==> config.mk <==
export PLATFORM = sky130hd
export DESIGN_NAME = dchrx_receiver
export DESIGN_NICKNAME = d
export VERILOG_FILES = /design/src/rtl/dchrx_fcs_check.v /design/src/rtl/dchrx_receiver.v
export VERILOG_INCLUDE_DIRS = /design/src /design/src/rtl
export SDC_FILE = /design/constraint.sdc
export NUM_CORES = 1
export LEC_CHECK = 0
export BUFFER_PORTS_ARGS = -buffer_cell sky130_fd_sc_hd__buf_2
export CAP_MARGIN = 0
export CELL_PAD_IN_SITES_DETAIL_PLACEMENT = 0
export CELL_PAD_IN_SITES_GLOBAL_PLACEMENT = 1
export CORE_UTILIZATION = 49
export DETAILED_ROUTE_END_ITERATION = 10
export PLACE_DENSITY_LB_ADDON = 0.1
export SYNTH_ARGS = -nofsm -noshare
export SYNTH_HDL_FRONTEND = slang
export SYNTH_SLANG_ARGS = --single-unit
export TNS_END_PERCENT = 100
==> constraint.sdc <==
create_clock -name sys_clk -period 7.7 [get_ports sys_clk]
set_input_delay 1.155 -clock sys_clk [delete_from_list [all_inputs] [get_ports sys_clk]]
set_output_delay 1.155 -clock sys_clk [all_outputs]
set_load 0.005 [all_outputs]
==> src/rtl/dchrx_regs.vh <==
// constants for the d-channel hdlc receiver
`ifndef DCHRX_REGS_VH
`define DCHRX_REGS_VH
// ----------------------------------------
// buffer depths and thresholds
// ----------------------------------------
`define DCHRX_DEPTH_NORM 6'h08
`define DCHRX_DEPTH_EXT 6'h20
`define DCHRX_EXT_BIT 0
`define DCHRX_THR_N0 6'h01
`define DCHRX_THR_N1 6'h02
`define DCHRX_THR_N2 6'h04
`define DCHRX_THR_N3 6'h08
`define DCHRX_THR_E0 6'h04
`define DCHRX_THR_E1 6'h08
`define DCHRX_THR_E2 6'h10
`define DCHRX_THR_E3 6'h20
// ----------------------------------------
// line coding and check sequence
// ----------------------------------------
`define DCHRX_STUFF_ONES 4'h5
`define DCHRX_FLAG_ONES 4'h6
`define DCHRX_MARK_IDLE 4'hf
`define DCHRX_PIPE_BITS 3'h7
`define DCHRX_FCS_PRESET 16'hffff
`define DCHRX_FCS_POLY 16'h1021
`define DCHRX_FCS_GOOD 16'h1d0f
`define DCHRX_MIN_LEN 16'h0005
// ----------------------------------------
// mode register bit positions
// ----------------------------------------
`define DCHRX_M1_THRESH 1
`define DCHRX_M1_EOP 3
`define DCHRX_M3_ADDR 0
`define DCHRX_M3_LAST 2
`define DCHRX_M3_AVAIL 3
`define DCHRX_M3_FCS 7
// ----------------------------------------
// error and status bit positions
// ----------------------------------------
`define DCHRX_E_ABORT 0
`define DCHRX_E_NONINT 1
`define DCHRX_E_FCS 3
`define DCHRX_E_OVF 4
`define DCHRX_E_UNF 5
`define DCHRX_E_OVR 6
`define DCHRX_S1_ADDR 0
`define DCHRX_S1_EOP 1
`define DCHRX_S1_PROG 2
`define DCHRX_S2_LOST 2
`define DCHRX_S2_MARK 5
`define DCHRX_S2_FLAG 6
`endif

==> src/rtl/dchrx_fcs_check.v <==
// serial frame check sequence checker
`include "dchrx_regs.vh"
module dchrx_fcs_check (
  // clock and reset
  input wire sys_clk,
  input wire rst_n,
  // serial data
  input wire fcs_init,
  input wire fcs_bit_en,
  input wire fcs_bit,
  // result
  output wire fcs_ok
);
  reg [15:0] crc;
  wire fb = crc[15] ^ fcs_bit;

  always @(posedge sys_clk) begin
    if (!rst_n) begin
      crc <= `DCHRX_FCS_PRESET;
    end else if (fcs_init) begin
      crc <= `DCHRX_FCS_PRESET;
    end else if (fcs_bit_en) begin
      crc <= {crc[14:0], 1'b0} ^ (fb ? `DCHRX_FCS_POLY : 16'h0000);
    end
  end

  assign fcs_ok = (crc == `DCHRX_FCS_GOOD);
endmodule // dchrx_fcs_check

==> src/rtl/dchrx_receiver.v <==
// d-channel hdlc receive framer with packet buffer and status queues
`include "dchrx_regs.vh"
module dchrx_receiver (
  // clock and reset
  input wire sys_clk,
  input wire rst_n,
  // serial stream from line interface
  input wire rx_bit,
  input wire rx_bit_en,
  // configuration
  input wire [7:0] fifo_depth_ctrl,
  input wire [7:0] mode_reg_one,
  input wire [7:0] error_mask_reg,
  input wire [7:0] mode_reg_three,
  input wire [7:0] mode_reg_four,
  input wire [15:0] rx_limit_reg,
  input wire [31:0] first_byte_match,
  input wire [31:0] second_byte_match,
  input wire rx_abort,
  // software access strobes
  input wire rx_buffer_rd,
  input wire count_hi_rd,
  input wire status_one_rd,
  input wire status_two_rd,
  // readable state
  output reg [7:0] rx_buffer_port,
  output wire [15:0] rx_count_fifo,
  output wire [7:0] addr_status_fifo,
  output reg [7:0] error_fifo,
  output wire [7:0] status_reg_one,
  output wire [7:0] status_reg_two,
  output reg [5:0] rx_level,
  // events
  output reg addr_event,
  output reg byte_avail_event,
  output reg thresh_event,
  output reg eop_event,
  output reg last_read_event,
  output reg error_event
);
  localparam HUNT = 3'd0;
  localparam OPEN = 3'd1;
  localparam RECV = 3'd2;
  localparam DISC = 3'd3;
  localparam FLUSH = 3'd4;

  // ----------------------------------------
  // functions
  // ----------------------------------------
  function [3:0] addr_hits;
    input [7:0] b1;
    input [7:0] b2;
    input [3:0] en;
    input [31:0] m1;
    input [31:0] m2;
    integer i;
    begin
      addr_hits = 4'h0;
      for (i = 0; i < 4; i = i + 1) begin
        addr_hits[i] = en[i] & (b1 == m1[8*i +: 8]) & (b2 == m2[8*i +: 8]);
      end
    end
  endfunction

  function [7:0] pipe_sel;
    input [1:0] idx;
    input [7:0] q0;
    input [7:0] q1;
    input [7:0] q2;
    begin
      pipe_sel = (idx == 2'd0) ? q0 : ((idx == 2'd1) ? q1 : q2);
    end
  endfunction

  // ----------------------------------------
  // bit level: destuffing, flags, aborts
  // ----------------------------------------
  reg [3:0] ones;
  reg [6:0] dly;
  reg [2:0] dn;
  reg [7:0] sr;
  reg [2:0] bc;
  reg [2:0] st;
  wire fcs_ok;

  wire flag_det = rx_bit_en & ~rx_bit & (ones == `DCHRX_FLAG_ONES);
  wire abort_det = rx_bit_en & rx_bit & (ones == `DCHRX_FLAG_ONES);
  wire data_bit = rx_bit_en & (rx_bit ? (ones < `DCHRX_FLAG_ONES)
                                      : (ones < `DCHRX_STUFF_ONES));
  wire in_frame = (st == OPEN) | (st == RECV) | (st == DISC);
  // seven bits are held back so a flag's own bits never reach a byte
  wire adv = data_bit & in_frame & (dn == `DCHRX_PIPE_BITS);
  wire byte_done = adv & (bc == 3'd7);
  wire [7:0] new_byte = {dly[6], sr[7:1]};

  always @(posedge sys_clk) begin
    if (!rst_n) begin
      ones <= 4'h0;
    end else if (rx_bit_en) begin
      if (!rx_bit) begin
        ones <= 4'h0;
      end else if (ones != `DCHRX_MARK_IDLE) begin
        ones <= ones + 4'h1;
      end
    end
  end

  always @(posedge sys_clk) begin
    if (!rst_n) begin
      dly <= 7'h00;
      dn <= 3'd0;
      sr <= 8'h00;
      bc <= 3'd0;
    end else if (flag_det | abort_det) begin
      dn <= 3'd0;
      bc <= 3'd0;
    end else if (data_bit & in_frame) begin
      dly <= {dly[5:0], rx_bit};
      if (dn != `DCHRX_PIPE_BITS) begin
        dn <= dn + 3'd1;
      end else begin
        sr <= new_byte;
        bc <= bc + 3'd1;
      end
    end
  end

  dchrx_fcs_check u_fcs (
    .sys_clk(sys_clk),
    .rst_n(rst_n),
    .fcs_init(flag_det),
    .fcs_bit_en(adv),
    .fcs_bit(dly[6]),
    .fcs_ok(fcs_ok)
  );

  // ----------------------------------------
  // receive buffer
  // ----------------------------------------
  reg [8:0] mem [0:31];
  reg [4:0] wp;
  reg [4:0] rp;
  reg [1:0] pkt_cnt;
  wire ext = fifo_depth_ctrl[`DCHRX_EXT_BIT];
  wire [5:0] depth = ext ? `DCHRX_DEPTH_EXT : `DCHRX_DEPTH_NORM;
  wire full = (rx_level == depth);
  wire [1:0] tsel = mode_reg_four[3:2];
  wire [5:0] thr = ext ? ((tsel == 2'd0) ? `DCHRX_THR_E0 :
                          (tsel == 2'd1) ? `DCHRX_THR_E1 :
                          (tsel == 2'd2) ? `DCHRX_THR_E2 : `DCHRX_THR_E3)
                       : ((tsel == 2'd0) ? `DCHRX_THR_N0 :
                          (tsel == 2'd1) ? `DCHRX_THR_N1 :
                          (tsel == 2'd2) ? `DCHRX_THR_N2 : `DCHRX_THR_N3);
  reg [7:0] p0;
  reg [7:0] p1;
  reg [7:0] p2;
  reg [1:0] pn;
  reg [1:0] fl_i;
  reg [1:0] fl_n;
  reg [4:0] wp_last;
  wire ovf_now;
  wire ab_now;
  // a byte that ends the packet goes out with the flush, never twice
  wire push_req = ((st == RECV) & byte_done & (pn == 2'd3) &
                   ~ovf_now & ~ab_now) |
                  ((st == FLUSH) & (fl_n != 2'd0));
  wire [7:0] push_data = (st == FLUSH) ? pipe_sel(fl_i, p0, p1, p2) : p2;
  wire push_last = (st == FLUSH) & (fl_n == 2'd1);
  wire push_en = push_req & ~full;
  wire pop_en = rx_buffer_rd & (rx_level != 6'd0);
  wire pop_last = pop_en & mem[rp][8];
  // overrun drops the tail byte, so the mark moves to the last byte kept
  wire tail_mark = (st == FLUSH) & (fl_n == 2'd1) & full;
  wire rec_now;
  wire [4:0] wp_nx = (wp + 5'd1 == depth[4:0]) | (wp == 5'd31) ? 5'd0
                     : wp + 5'd1;
  wire [4:0] rp_nx = (rp + 5'd1 == depth[4:0]) | (rp == 5'd31) ? 5'd0
                     : rp + 5'd1;
  wire [5:0] lvl_nx = rx_level + {5'd0, push_en} - {5'd0, pop_en};

  always @(posedge sys_clk) begin
    if (push_en) begin
      mem[wp] <= {push_last, push_data};
    end else if (tail_mark) begin
      mem[wp_last][8] <= 1'b1;
    end
  end

  always @(posedge sys_clk) begin
    if (!rst_n) begin
      wp <= 5'd0;
      wp_last <= 5'd0;
      rp <= 5'd0;
      rx_level <= 6'd0;
      rx_buffer_port <= 8'h00;
      pkt_cnt <= 2'd0;
    end else begin
      if (push_en) begin
        wp <= wp_nx;
        wp_last <= wp;
      end
      if (pop_en) begin
        rp <= rp_nx;
        rx_buffer_port <= mem[rp][7:0];
      end
      rx_level <= lvl_nx;
      // packets stay counted until their last byte is read
      pkt_cnt <= pkt_cnt + {1'b0, rec_now} - {1'b0, pop_last};
    end
  end

  // ----------------------------------------
  // packet state machine
  // ----------------------------------------
  reg [15:0] rc;
  reg [15:0] tc;
  reg [7:0] a1;
  reg [7:0] astat;
  reg [7:0] err;
  reg ret_open;
  reg in_prog;
  reg lost;
  reg [1:0] fcnt;
  wire [3:0] hits = addr_hits(a1, new_byte, mode_reg_one[7:4],
                              first_byte_match, second_byte_match);
  wire recog = |mode_reg_one[7:4];
  wire store_fcs = mode_reg_three[`DCHRX_M3_FCS];
  wire [15:0] rc_nx = rc + 16'd1;
  assign ovf_now = byte_done & (rc_nx > rx_limit_reg);
  wire ovr_now = push_req & full & (st == RECV);
  assign ab_now = abort_det | rx_abort;
  reg two_byte;
  wire unf_now = two_byte & (rc < `DCHRX_MIN_LEN) & (rc >= 16'd2);
  wire [1:0] keep_ok = store_fcs ? pn : ((pn == 2'd3) ? 2'd1 : 2'd0);
  reg addr_hit;
  assign rec_now = (st == FLUSH) & (fl_n == 2'd0) & (tc != 16'd0);

  always @(posedge sys_clk) begin
    if (!rst_n) begin
      st <= HUNT;
      rc <= 16'd0;
      tc <= 16'd0;
      a1 <= 8'h00;
      astat <= 8'h00;
      err <= 8'h00;
      p0 <= 8'h00;
      p1 <= 8'h00;
      p2 <= 8'h00;
      pn <= 2'd0;
      fl_i <= 2'd0;
      fl_n <= 2'd0;
      ret_open <= 1'b0;
      in_prog <= 1'b0;
      lost <= 1'b0;
      addr_hit <= 1'b0;
      two_byte <= 1'b0;
    end else begin
      addr_hit <= 1'b0;
      if (status_two_rd) begin
        lost <= 1'b0;
      end
      if (push_en & (st == FLUSH)) begin
        fl_i <= fl_i - 2'd1;
      end
      if (push_en) begin
        tc <= tc + 16'd1;
      end
      case (st)
        HUNT: begin
          if (flag_det) begin
            st <= OPEN;
          end
        end
        OPEN: begin
          if (ab_now) begin
            st <= HUNT;
          end else if (byte_done) begin
            if (pkt_cnt == 2'd2) begin
              lost <= 1'b1;
              st <= DISC;
            end else begin
              in_prog <= 1'b1;
              a1 <= new_byte;
              p0 <= new_byte;
              pn <= 2'd1;
              rc <= 16'd1;
              tc <= 16'd0;
              err <= 8'h00;
              astat <= 8'h00;
              st <= RECV;
            end
          end
        end
        RECV: begin
          if (flag_det | ab_now | ovf_now | ovr_now) begin
            in_prog <= 1'b0;
            err[`DCHRX_E_ABORT] <= ab_now;
            err[`DCHRX_E_NONINT] <= flag_det & (bc != 3'd0);
            err[`DCHRX_E_FCS] <= flag_det & ~fcs_ok;
            err[`DCHRX_E_OVF] <= ovf_now & ~ab_now;
            err[`DCHRX_E_UNF] <= flag_det & unf_now;
            err[`DCHRX_E_OVR] <= ovr_now & ~ab_now;
            // on a good close the two newest bytes are the check sequence
            fl_n <= (flag_det & ~ab_now) ? keep_ok : pn;
            fl_i <= pn - 2'd1;
            ret_open <= flag_det;
            st <= FLUSH;
          end else if (byte_done) begin
            rc <= rc_nx;
            p0 <= new_byte;
            p1 <= p0;
            p2 <= p1;
            if (pn != 2'd3) begin
              pn <= pn + 2'd1;
            end
            if (rc == 16'd1) begin
              two_byte <= ~a1[0] & new_byte[0];
              if (recog & (hits == 4'h0)) begin
                in_prog <= 1'b0;
                pn <= 2'd0;
                st <= DISC;
              end else begin
                addr_hit <= 1'b1;
                astat <= {4'h0, hits};
              end
            end
          end
        end
        DISC: begin
          if (flag_det) begin
            st <= OPEN;
          end else if (ab_now) begin
            st <= HUNT;
          end
        end
        FLUSH: begin
          if (fl_n != 2'd0) begin
            fl_n <= fl_n - 2'd1;
          end else begin
            pn <= 2'd0;
            st <= ret_open ? OPEN : HUNT;
          end
        end
        default: begin
          st <= HUNT;
        end
      endcase
    end
  end

  // ----------------------------------------
  // count, address status and error queues
  // ----------------------------------------
  reg [15:0] cq0;
  reg [15:0] cq1;
  reg [7:0] aq0;
  reg [7:0] aq1;
  reg [1:0] cn;
  reg [7:0] eq0;
  reg [7:0] eq1;
  reg [1:0] en_q;
  wire c_pop = count_hi_rd & (cn != 2'd0);
  wire e_pop = pop_last & (en_q != 2'd0);
  assign rx_count_fifo = cq0;
  assign addr_status_fifo = aq0;

  always @(posedge sys_clk) begin
    if (!rst_n) begin
      cq0 <= 16'd0;
      cq1 <= 16'd0;
      aq0 <= 8'h00;
      aq1 <= 8'h00;
      cn <= 2'd0;
      eq0 <= 8'h00;
      eq1 <= 8'h00;
      en_q <= 2'd0;
      error_fifo <= 8'h00;
    end else begin
      // count high read moves the next entry forward
      if (c_pop) begin
        cq0 <= cq1;
        aq0 <= aq1;
      end
      if (rec_now & ((cn == 2'd0) | ((cn == 2'd1) & c_pop))) begin
        cq0 <= tc;
        aq0 <= astat;
      end else if (rec_now & (cn != 2'd2)) begin
        cq1 <= tc;
        aq1 <= astat;
      end
      cn <= cn + {1'b0, rec_now & (cn != 2'd2)} - {1'b0, c_pop};
      if (e_pop) begin
        error_fifo <= eq0;
        eq0 <= eq1;
      end
      if (rec_now & ((en_q == 2'd0) | ((en_q == 2'd1) & e_pop))) begin
        eq0 <= err;
      end else if (rec_now & (en_q != 2'd2)) begin
        eq1 <= err;
      end
      en_q <= en_q + {1'b0, rec_now & (en_q != 2'd2)} - {1'b0, e_pop};
    end
  end

  // ----------------------------------------
  // status and events
  // ----------------------------------------
  reg s1_addr;
  reg s1_eop;
  // a queued record reaching the head raises its status bits again
  wire head_adv = c_pop & (cn == 2'd2);

  always @(posedge sys_clk) begin
    if (!rst_n) begin
      fcnt <= 2'd0;
    end else if (abort_det | adv) begin
      fcnt <= 2'd0;
    end else if (flag_det & (st != RECV) & (fcnt != 2'd3)) begin
      fcnt <= fcnt + 2'd1;
    end
  end

  // a new event wins over a status read in the same cycle
  always @(posedge sys_clk) begin
    if (!rst_n) begin
      s1_addr <= 1'b0;
      s1_eop <= 1'b0;
      addr_event <= 1'b0;
      byte_avail_event <= 1'b0;
      thresh_event <= 1'b0;
      eop_event <= 1'b0;
      last_read_event <= 1'b0;
      error_event <= 1'b0;
    end else begin
      s1_addr <= addr_hit | head_adv | (s1_addr & ~status_one_rd);
      s1_eop <= rec_now | head_adv | (s1_eop & ~status_one_rd);
      addr_event <= addr_hit & mode_reg_three[`DCHRX_M3_ADDR];
      byte_avail_event <= push_en & mode_reg_three[`DCHRX_M3_AVAIL];
      thresh_event <= push_en & (lvl_nx == thr) &
                      mode_reg_one[`DCHRX_M1_THRESH];
      eop_event <= rec_now & mode_reg_one[`DCHRX_M1_EOP];
      last_read_event <= pop_last & mode_reg_three[`DCHRX_M3_LAST];
      error_event <= e_pop & |(eq0 & error_mask_reg);
    end
  end

  assign status_reg_one = {5'h00, in_prog, s1_eop, s1_addr};
  assign status_reg_two = {1'b0, (fcnt == 2'd3),
                           (ones == `DCHRX_MARK_IDLE), 2'b00, lost,
                           2'b00};
endmodule // dchrx_receiver

== Word-level counts from Yosys, hierarchy flattened ==
Memory sizes are Yosys's and may differ from the RTL's. A register that Yosys moved wholly into a read port is not among the register bits.
Cells that the tools add are included.

* RAM bits: 288
* Memories kept: 1
* Register bits: 248

{| class="wikitable"
|+ Memories
! memory !! words !! width !! rd ports !! clocked after Yosys merged registers in !! wr ports !! line !! RTL
|-
| mem || 32 || 9 || 1 || 1 || 1 || dchrx_receiver.v:140 || <nowiki>reg [8:0] mem [0:31];</nowiki>
|}

* $lt $le $gt $ge: 5
* Equal/unequal tests: 58
* Add/subtract/negate cells: 20
* Reduce and logical (&&, ||, !) cells: 43
* Bitwise operators: 99
* Muxes and demuxes: 111

{| class="wikitable"
|+ Operators with widths
! cell !! number
|-
| two-way mux 16 bit || 12
|-
| two-way mux 8 bit || 19
|-
| == test 8 bit || 8
|-
| bitwise AND 1 bit || 62
|-
| two-way mux 2 bit || 18
|-
| adder 16 x 1 -> 16 bit (second input constant) || 2
|-
| one-hot mux 16 bit (2 select lines) || 1
|-
| one-hot mux 8 bit (2 select lines) || 2
|-
| two-way mux 3 bit || 10
|-
| two-way mux 6 bit || 5
|-
| two-way mux 5 bit || 5
|-
| two-way mux 4 bit || 6
|-
| != test 2 bit (second input constant) || 12
|-
| two-way mux 1 bit || 22
|-
| two-way mux 7 bit || 3
|-
| AND reduction 7 bit || 3
|-
| NOT 1 bit || 17
|-
| bitwise OR 1 bit || 17
|-
| == test 16 x 1 -> 1 bit (second input constant) || 1
|-
| == test 16 x 13 -> 1 bit (second input constant) || 1
|-
| greater-or-equal comparator 16 x 2 -> 1 bit (second input constant) || 1
|-
| > comparator 16 bit || 1
|-
| < comparator 16 x 3 -> 1 bit (second input constant) || 1
|-
| nonzero test 16 bit || 1
|-
| 52 further kinds || 106
|}

== Logic depth before layout (Yosys ltp) ==
Gate-level depths: netlist of the first run.

* Depth after elaboration: 17
* Mapped depth: 31

== By module ==
From an unflattened synthesis of the first run, not the netlist that was laid out.

* Cell total of the unflattened synthesis: 1972
* Area total of the unflattened synthesis: 23633.9 µm²

{| class="wikitable"
|+ Modules (own cells, without submodules)
! module !! cells each !! times used !! area an instance (µm²)
|-
| dchrx_receiver || 1910 || 1 || 22954.5
|-
| dchrx_fcs_check || 62 || 1 || 679.4
|}

== Worst setup path after synthesis of the first run ==
OpenSTA, ideal clock, no wires.

* Path type: register -> register
* Start: reg rc[1]
* End: reg thresh_event
* Arrival: 5.882 ns
* Setup slack: 1.703 ns
* Clock period less this slack: 5.997 ns
* Stages on the path, launching flop included: 32
* Cell sequence: dfxtp_1 > ha_1 > and3_1 > and3_1 > and3_1 > and3_1 > clkbuf_1 > nand3_1 > xnor2_1 > ha_1 > nand4_1 > nor3_1 > a21bo_2 > nand4_1 > a2111oi_4 > o21a_4 > inv_2 > buf_6 > buf_2 > ha_1 > inv_1 > ha_1 > inv_1 > fa_1 > inv_1 > a21oi_1 > nor2_1 > nor2_1 > xor2_1 > or3_1 > a21o_1 > a2111oi_0

* Word-level cells in the longest chain between the ends: 13

{| class="wikitable"
|+ Ends and longest elaborated chain
! what !! line !! RTL
|-
| from (decl) || dchrx_receiver.v:215 || <nowiki>reg [15:0] rc;</nowiki>
|-
| from (signal assigned) || dchrx_receiver.v:309 || <nowiki>rc <= rc_nx;</nowiki>
|-
| adder 16 x 1 -> 16 bit * || dchrx_receiver.v:228 || <nowiki>wire [15:0] rc_nx = rc + 16'd1;</nowiki>
|-
| > comparator 16 bit * || dchrx_receiver.v:229 || <nowiki>assign ovf_now = byte_done & (rc_nx > rx_limit_reg);</nowiki>
|-
| bitwise AND 1 bit * || dchrx_receiver.v:229 ||
|-
| NOT 1 bit * || dchrx_receiver.v:165 || <nowiki>~ovf_now & ~ab_now) |</nowiki>
|-
| bitwise AND 1 bit * || dchrx_receiver.v:164 || <nowiki>wire push_req = ((st == RECV) & byte_done & (pn == 2'd3) &</nowiki>
|-
| bitwise AND 1 bit * || dchrx_receiver.v:165 ||
|-
| bitwise OR 1 bit * || dchrx_receiver.v:165 ||
|-
| bitwise AND 1 bit * || dchrx_receiver.v:169 || <nowiki>wire push_en = push_req & ~full;</nowiki>
|-
| adder 6 x 1 -> 6 bit || dchrx_receiver.v:179 || <nowiki>wire [5:0] lvl_nx = rx_level + {5'd0, push_en} - {5'd0, pop_en};</nowiki>
|-
| subtractor 6 x 1 -> 6 bit || dchrx_receiver.v:179 ||
|-
| == test 6 bit || dchrx_receiver.v:439 || <nowiki>thresh_event <= push_en & (lvl_nx == thr) &</nowiki>
|-
| bitwise AND 1 bit * (2 in series) || dchrx_receiver.v:439 ||
|-
| to (signal assigned) || dchrx_receiver.v:439 ||
|-
| to (decl) || dchrx_receiver.v:36 || <nowiki>output reg thresh_event,</nowiki>
|}

Every way passes the cells marked *; elsewhere a longest branch is shown, timed or not.
A chain may end at the register's enable or synchronous reset.

== Worst setup path after layout of the first run ==
Ends and elaborated chain as after synthesis.

==> run metrics, run 1 <==
status completed; most frequent cells in the layout edfxtp_1, dfxtp_1, nor2_1; first-pass GRT wire length 87100 um; Synth async-reset ratio 0%; crit path DAT 6.98 ns; critical path class register to register; gpl congestion 0.819; Total Neg Setup Slack 0 ns; critical-path maximum fanout 14; Max-cap violations 0; worst skew pair latency 0.61 ns; Hold Crit Depth 2; placed cell area 24900 um^2; Sw Share 24.2%; Min-Delay Startpoint p2[2]; terminus of the critical flop-to-flop path thresh_event; Clock Sinks 524; CP startpoint kind register; post-route insts no fill 2742; Final Util 56.2%; DP HPWL 37100 um; # rows 80; crit path time final 6.53 ns; Post-CTS Setup Bufs 0; Ys Warns 0; Synth area leader edfxtp_1; Hold Path Class register to register; RSZ-0062 raised after global routing false; Mapped Area 23600 um^2; Layout area overhead 13.5%; sequential area share after synthesis 56.7%; Die X 221 um; #FFs+latches synth 524; Net Sw Power 1.58 mW; Reg power frac 46.5%; final hold viol count 0; IO buf count 159; cts hold-fix bufs 0; GRT Total Usage 22.8%; post-synth top area share 36.7%; Reg2Reg Depth 27; TritonCTS buffer count 54; max_slew headroom 17.1%; internal reg-to-reg setup slack 1.17 ns; Synth Flop Type edfxtp_1; Peak supply drop 0.175 mV; layout cells sized above 1 18.7%; initial antenna violation count 1; drt total wl 55400 um; final setup fails 0; most common cell after layout, fill and taps aside edfxtp_1; drt pass-1 iters 5; post-DR vias/cell 5.61; routed via count 15.4k; IO Pins 197; Distinct cells, synth 77; Logic pwr share 12.0%; vias in the first global route 15.3k; Min-Delay Endpoint p2[2]; PwrDens 244 nW/um^2; Worst Path Required 8.15 ns; largest net degree at the start of global routing 69; drt drc 0; Cell Int Power 4.95 mW; Multi-input gate area 9500 um^2; die footprint 49000 um^2; Register Area 13400 um^2; First DRT Iteration DRCs 1082; worst clock skew 0.0328 ns; Post-synth EDFFs 288; final cycle utilization of the critical path 84.8%; clock buffer depth 3; Worst Tran Pin Value 1.24 ns; cts repair resizes 0; Syn Area/Cell 12.1 um^2; # nets final 2268; Mapped Cells 1955; Die H 221 um; dpl cells 2640; antenna-violating nets left 0; WL per Instance 20.2 um; Core ar. 47600 um^2; dpl ws 1.25 ns; Clock power frac 41.5%; Final Max Tran Viols 0; gr ovfl total 0; Fillers 4051; CTS H-tree lvls 2; fin area 26800 um^2; Worst-path clk slew 0.06 ns; Clock Tree Root clkbuf_16; setup ws final 1.17 ns; largest cells by area after synthesis edfxtp_1, dfxtp_1, mux4_2; Crit. End Element register; worst r2r src rc[1]; P_leak 10.7 nW; Fmax achieved 0.153 GHz; Initial Utilization 49.5%; TritonCTS clock tree yes
-- per-layer routing --
metal | vias up | wire length [um] | GRT usage, %
li1 | 7403 | - | -
met1 | 7569 | 25300 | 31.7
met2 | 340 | 26400 | 37.1
met3 | 71 | 2710 | 3.68
met4 | 0 | 1030 | 5.98
met5 | - | 0 | 0
-- cell families (layout without fill, tap and decap cells) --
kind of cell,count (synthesis),in the layout,share of synthesized area [%]
compound gates,256,256,7.27
xor+xnor,102,102,3.79
fa+ha+maj,57,57,3.05
buf+inv,201,357,3.69
flops,524,524,56.7
mux,201,201,13.3
other cells,1,17,0.0159
simple gates,613,613,12.2
-- layout make-up --
class                   instances  area share, %
well taps                     615           2.87
repair buffers                188           3.81
clock buffers                  69           5.40
inverters                      69          0.976
diodes                          1        0.00934
flip-flops and latches        524           49.9
multi-input cells            1245           35.5
clock inverters                31           1.50
-- cells in the mapped netlist (17+ instances only) --
cell type and number:
mux2i_1 110, xor2_1 56, nand2b_1 20, buf_2 18, a21oi_1 89, buf_4 23, nor4_1 34, clkbuf_1 87
nor2_1 230, mux4_2 90, edfxtp_1 288, a211oi_1 42, nor3_1 17, nand3_1 46, and3_1 19, nand2_1 159
nand4_1 20, dfxtp_1 236, inv_1 65, o21ai_0 33, ha_1 56, xnor2_1 46
-- worst max-delay path, stage by stage (launching register included) --
cell	delay, ns
dfxtp_1	0.43
ha_1	0.26
and3_1	0.24
and3_1	0.25
and3_1	0.25
and3_1	0.28
nand3_1	0.12
xnor2_1	0.22
ha_1	0.29
nand4_1	0.16
nor3_1	0.10
a21bo_2	0.20
nand4_1	0.27
a2111oi_4	0.44
buf_4	0.22
o21a_4	0.27
inv_2	0.06
ha_1	0.26
inv_1	0.05
ha_1	0.15
a21o_1	0.11
a21oi_1	0.10
or4b_2	0.62
o2111ai_1	0.21
o211ai_1	0.15
o31ai_1	0.10
nand3_1	0.10
a2111oi_0	0.46
-- worst max-delay path by stage --
stage,endpoint,slack [ns],start
floorplan,thresh_event,1.70,rc[1]
CTS,thresh_event,1.16,rc[1]
global route,thresh_event,0.69,rc[2]
finish,thresh_event,1.17,rc[1]
global placement,thresh_event,1.35,rc[0]
detailed placement,thresh_event,1.25,rc[1]
-- registers in the layout, summed over array words and instances (netlist names), 7 cells and up, named ones only --
register,count
rx_buffer_port,8
p1,8
rx_count_fifo,16
p0,8
rc,16
sr,7
cq1,16
p2,8
dly,7
a1,8
u_fcs.crc,16
mem,288
tc,16
-- metrics by stage --
step                      power, mW  hold slack, ns
after floorplan                3.68           0.432
after global placement         3.89           0.439
after detailed placement       3.90           0.448
after CTS                      6.61           0.456
after global routing           6.78           0.475
final                          6.54           0.454
-- power by group through the flow --
stage	clock network, mW	registers, mW	logic, mW
after global placement	0	3.10	0.785
after floorplan	0	3.05	0.631
after global routing	2.87	3.05	0.860
after detailed placement	0	3.10	0.795
after CTS	2.77	3.04	0.798
final	2.71	3.04	0.787
No activity file was read; power rests on OpenSTA's default activity.
==> run 2, diff against run 1 <==
clock period = 6.6 ns   (was 7.7 ns; I/O delays follow)
==> run 2 against run 1 <==
- first-iteration DRC count is 4.0% lower
- maximum frequency is 6.9% higher
- critical path type unchanged
- non-clock buffer count is 8 higher
- flip-flop and latch count stayed put
- global-route usage is 0.16 points lower
- worst setup slack worse by 0.68 ns
- clock skew is 0.016 ns lower
- via count is 1.3% higher
- critical path depth stayed put
- sequential share of layout area hardly changed
- critical endpoint unchanged
==> run metrics, run 2 (synthesized netlist as in run 1, its figures left out) <==
drt drc 0 (unchanged); CP bufs+invs 3 (unchanged); IO buf count 159 (unchanged); final setup fails 0 (unchanged); WL per Instance 20.1 um (was 20.2 um); critical path class register to register (unchanged); first-pass GRT wire length 86800 um (was 87100 um); post-DR vias/cell 5.67 (was 5.61); initial antenna violation count 3 (was 1); hold_ws 0.448 ns (was 0.454 ns); Fillers 4015 (was 4051); DP HPWL 37100 um (about the same); Core ar. 47600 um^2 (unchanged); IO Pins 197 (unchanged); Reg power frac 46.9% (was 46.5%); Max-cap violations 0 (unchanged); P_leak 10.7 nW (about the same); final hold viol count 0 (unchanged); vias in the first global route 15.2k (was 15.3k); First DRT Iteration DRCs 1039 (was 1082); drt pass-1 iters 5 (unchanged); Die H 221 um (unchanged); Layout area overhead 13.6% (was 13.5%); GRT Total Usage 22.6% (was 22.8%); Fmax achieved 0.164 GHz (was 0.153 GHz); Logic pwr share 12.3% (was 12.0%); final cycle utilization of the critical path 92.6% (was 84.8%); Clock Tree Root clkbuf_16 (unchanged); # nets final 2277 (was 2268); status completed (unchanged); RSZ-0062 raised after global routing false (unchanged); Biggest register mem (unchanged); max_slew headroom 21.4% (was 17.1%); total power 7.54 mW (was 6.54 mW); routed via count 15.6k (was 15.4k); gpl congestion 0.833 (was 0.819); TritonCTS clock tree yes (unchanged); die footprint 49000 um^2 (unchanged); Worst Path Required 7.07 ns (was 8.15 ns); worst skew pair latency 0.61 ns (about the same); Clock Sinks 524 (unchanged); CTS H-tree lvls 2 (unchanged); largest net degree at the start of global routing 84 (was 69); Largest register FFs 288 (unchanged); clock buffer depth 3 (unchanged); Total Neg Setup Slack 0 ns (unchanged); antenna-violating nets left 0 (unchanged); most frequent cells in the layout edfxtp_1, dfxtp_1, nor2_1 (unchanged); TritonCTS buffer count 55 (was 54); Crit. End Element register (unchanged); Sw Share 24.4% (was 24.2%); Hold Path Class register to register (unchanged); Final Max Tran Viols 0 (unchanged); placed cell area 25000 um^2 (was 24900 um^2); Worst-path clk slew 0.06 ns (about the same); CP startpoint kind register (unchanged); drt total wl 55200 um (was 55400 um); critical-path maximum fanout 5 (was 14); Initial Utilization 49.5% (unchanged); fin area 26800 um^2 (about the same); Die X 221 um (unchanged); Final Util 56.3% (was 56.2%); Net Sw Power 1.84 mW (was 1.58 mW); CP top delay family simple AND/OR/NAND/NOR gates (unchanged); Cell Int Power 5.70 mW (was 4.95 mW); gr ovfl total 0 (unchanged); worst clock skew 0.0169 ns (was 0.0328 ns); # rows 80 (unchanged); Peak supply drop 0.251 mV (was 0.175 mV); crit path DAT 6.59 ns (was 6.98 ns); Max stage delay on crit path 0.62 ns (about the same); Slowest cell on crit path or4b_2 (unchanged); Worst Tran Pin Value 1.17 ns (was 1.24 ns); layout cells sized above 1 18.8% (was 18.7%); most common cell after layout, fill and taps aside edfxtp_1 (unchanged); crit path time final 6.11 ns (was 6.53 ns); Clock power frac 40.8% (was 41.5%); PwrDens 281 nW/um^2 (was 244 nW/um^2)
-- run 2: cell types whose count changed in the layout (fill, tap and decap cells not counted), moves of 2 or more --
cell	change
buf_4	+8
clkinv_4	-2
bufinv_16	-2
clkbuf_1	+3
-- run 2: worst register-to-register path: cells and delay by family (launching register included) --
family	cells	cell delay, ns
and+or+nand+nor	10	2.23
xor gates and xnor gates	1	0.21
adders and majority gates	4	0.96
AOI/OAI and AO/OA	9	1.89
DFF	1	0.43
buffers and inverters	3	0.26
-- run 2: final cells by class --
type | instances | area, um^2 | share of cell area (%)
Antenna cell | 2 | 5.00 | 0.0187
Clock buffer | 72 | 1470 | 5.48
Clock inverter | 26 | 317 | 1.18
Inverter | 69 | 262 | 0.975
Tap cell | 615 | 769 | 2.87
Multi-Input combinational cell | 1245 | 9530 | 35.5
Timing Repair Buffer | 196 | 1080 | 4.03
Sequential cell | 524 | 13400 | 49.9
-- run 2: metal layers --
| layer | global-route usage, % | part of all wire [%] | wire (um) |
|---|---|---|---|
| met3 | 3.44 | 4.5 | 2470 |
| met1 | 31.7 | 46 | 25300 |
| met2 | 36.7 | 48 | 26300 |
| met4 | 6.36 | 2.2 | 1190 |
| met5 | 0 | 0.024 | 13 |
-- run 2: final timing paths --
check | slack, ns | startpoint | cells after the start | end
worst max-delay path | 0.49 | rc[0] | 27 | thresh_event
worst min-delay path | 0.45 | p2[4] | 2 | p2[4]
worst max register to register | 0.49 | rc[0] | 27 | thresh_event
worst min register to register | 0.45 | p2[4] | 2 | p2[4]
-- run 2: timing repair --
action / CTS / global route
gates resized for setup: 0 / 3
hold buffers: 0 / 0
endpoints found under the hold margin: 0 / 0
setup endpoints to repair: 0 / 1
setup buffers: 0 / 2
-- run 2: stage by stage --
stage / instances / setup slack (ns)
floorplan: 1970 / 0.603
global placement: 2646 / 0.419
detailed placement: 2646 / 0.296
CTS: 2744 / 0.213
global route: 2749 / 0.0162
finish: 2749 / 0.488
-- run 2: power groups by stage --
stage	clock [mW]	combinational, mW	sequential (mW)
final	3.08	0.925	3.54
after global routing	3.26	1.02	3.55
after CTS	3.14	0.940	3.54
after detailed placement	0	0.937	3.61
after global placement	0	0.928	3.61
after floorplan	0	0.736	3.56
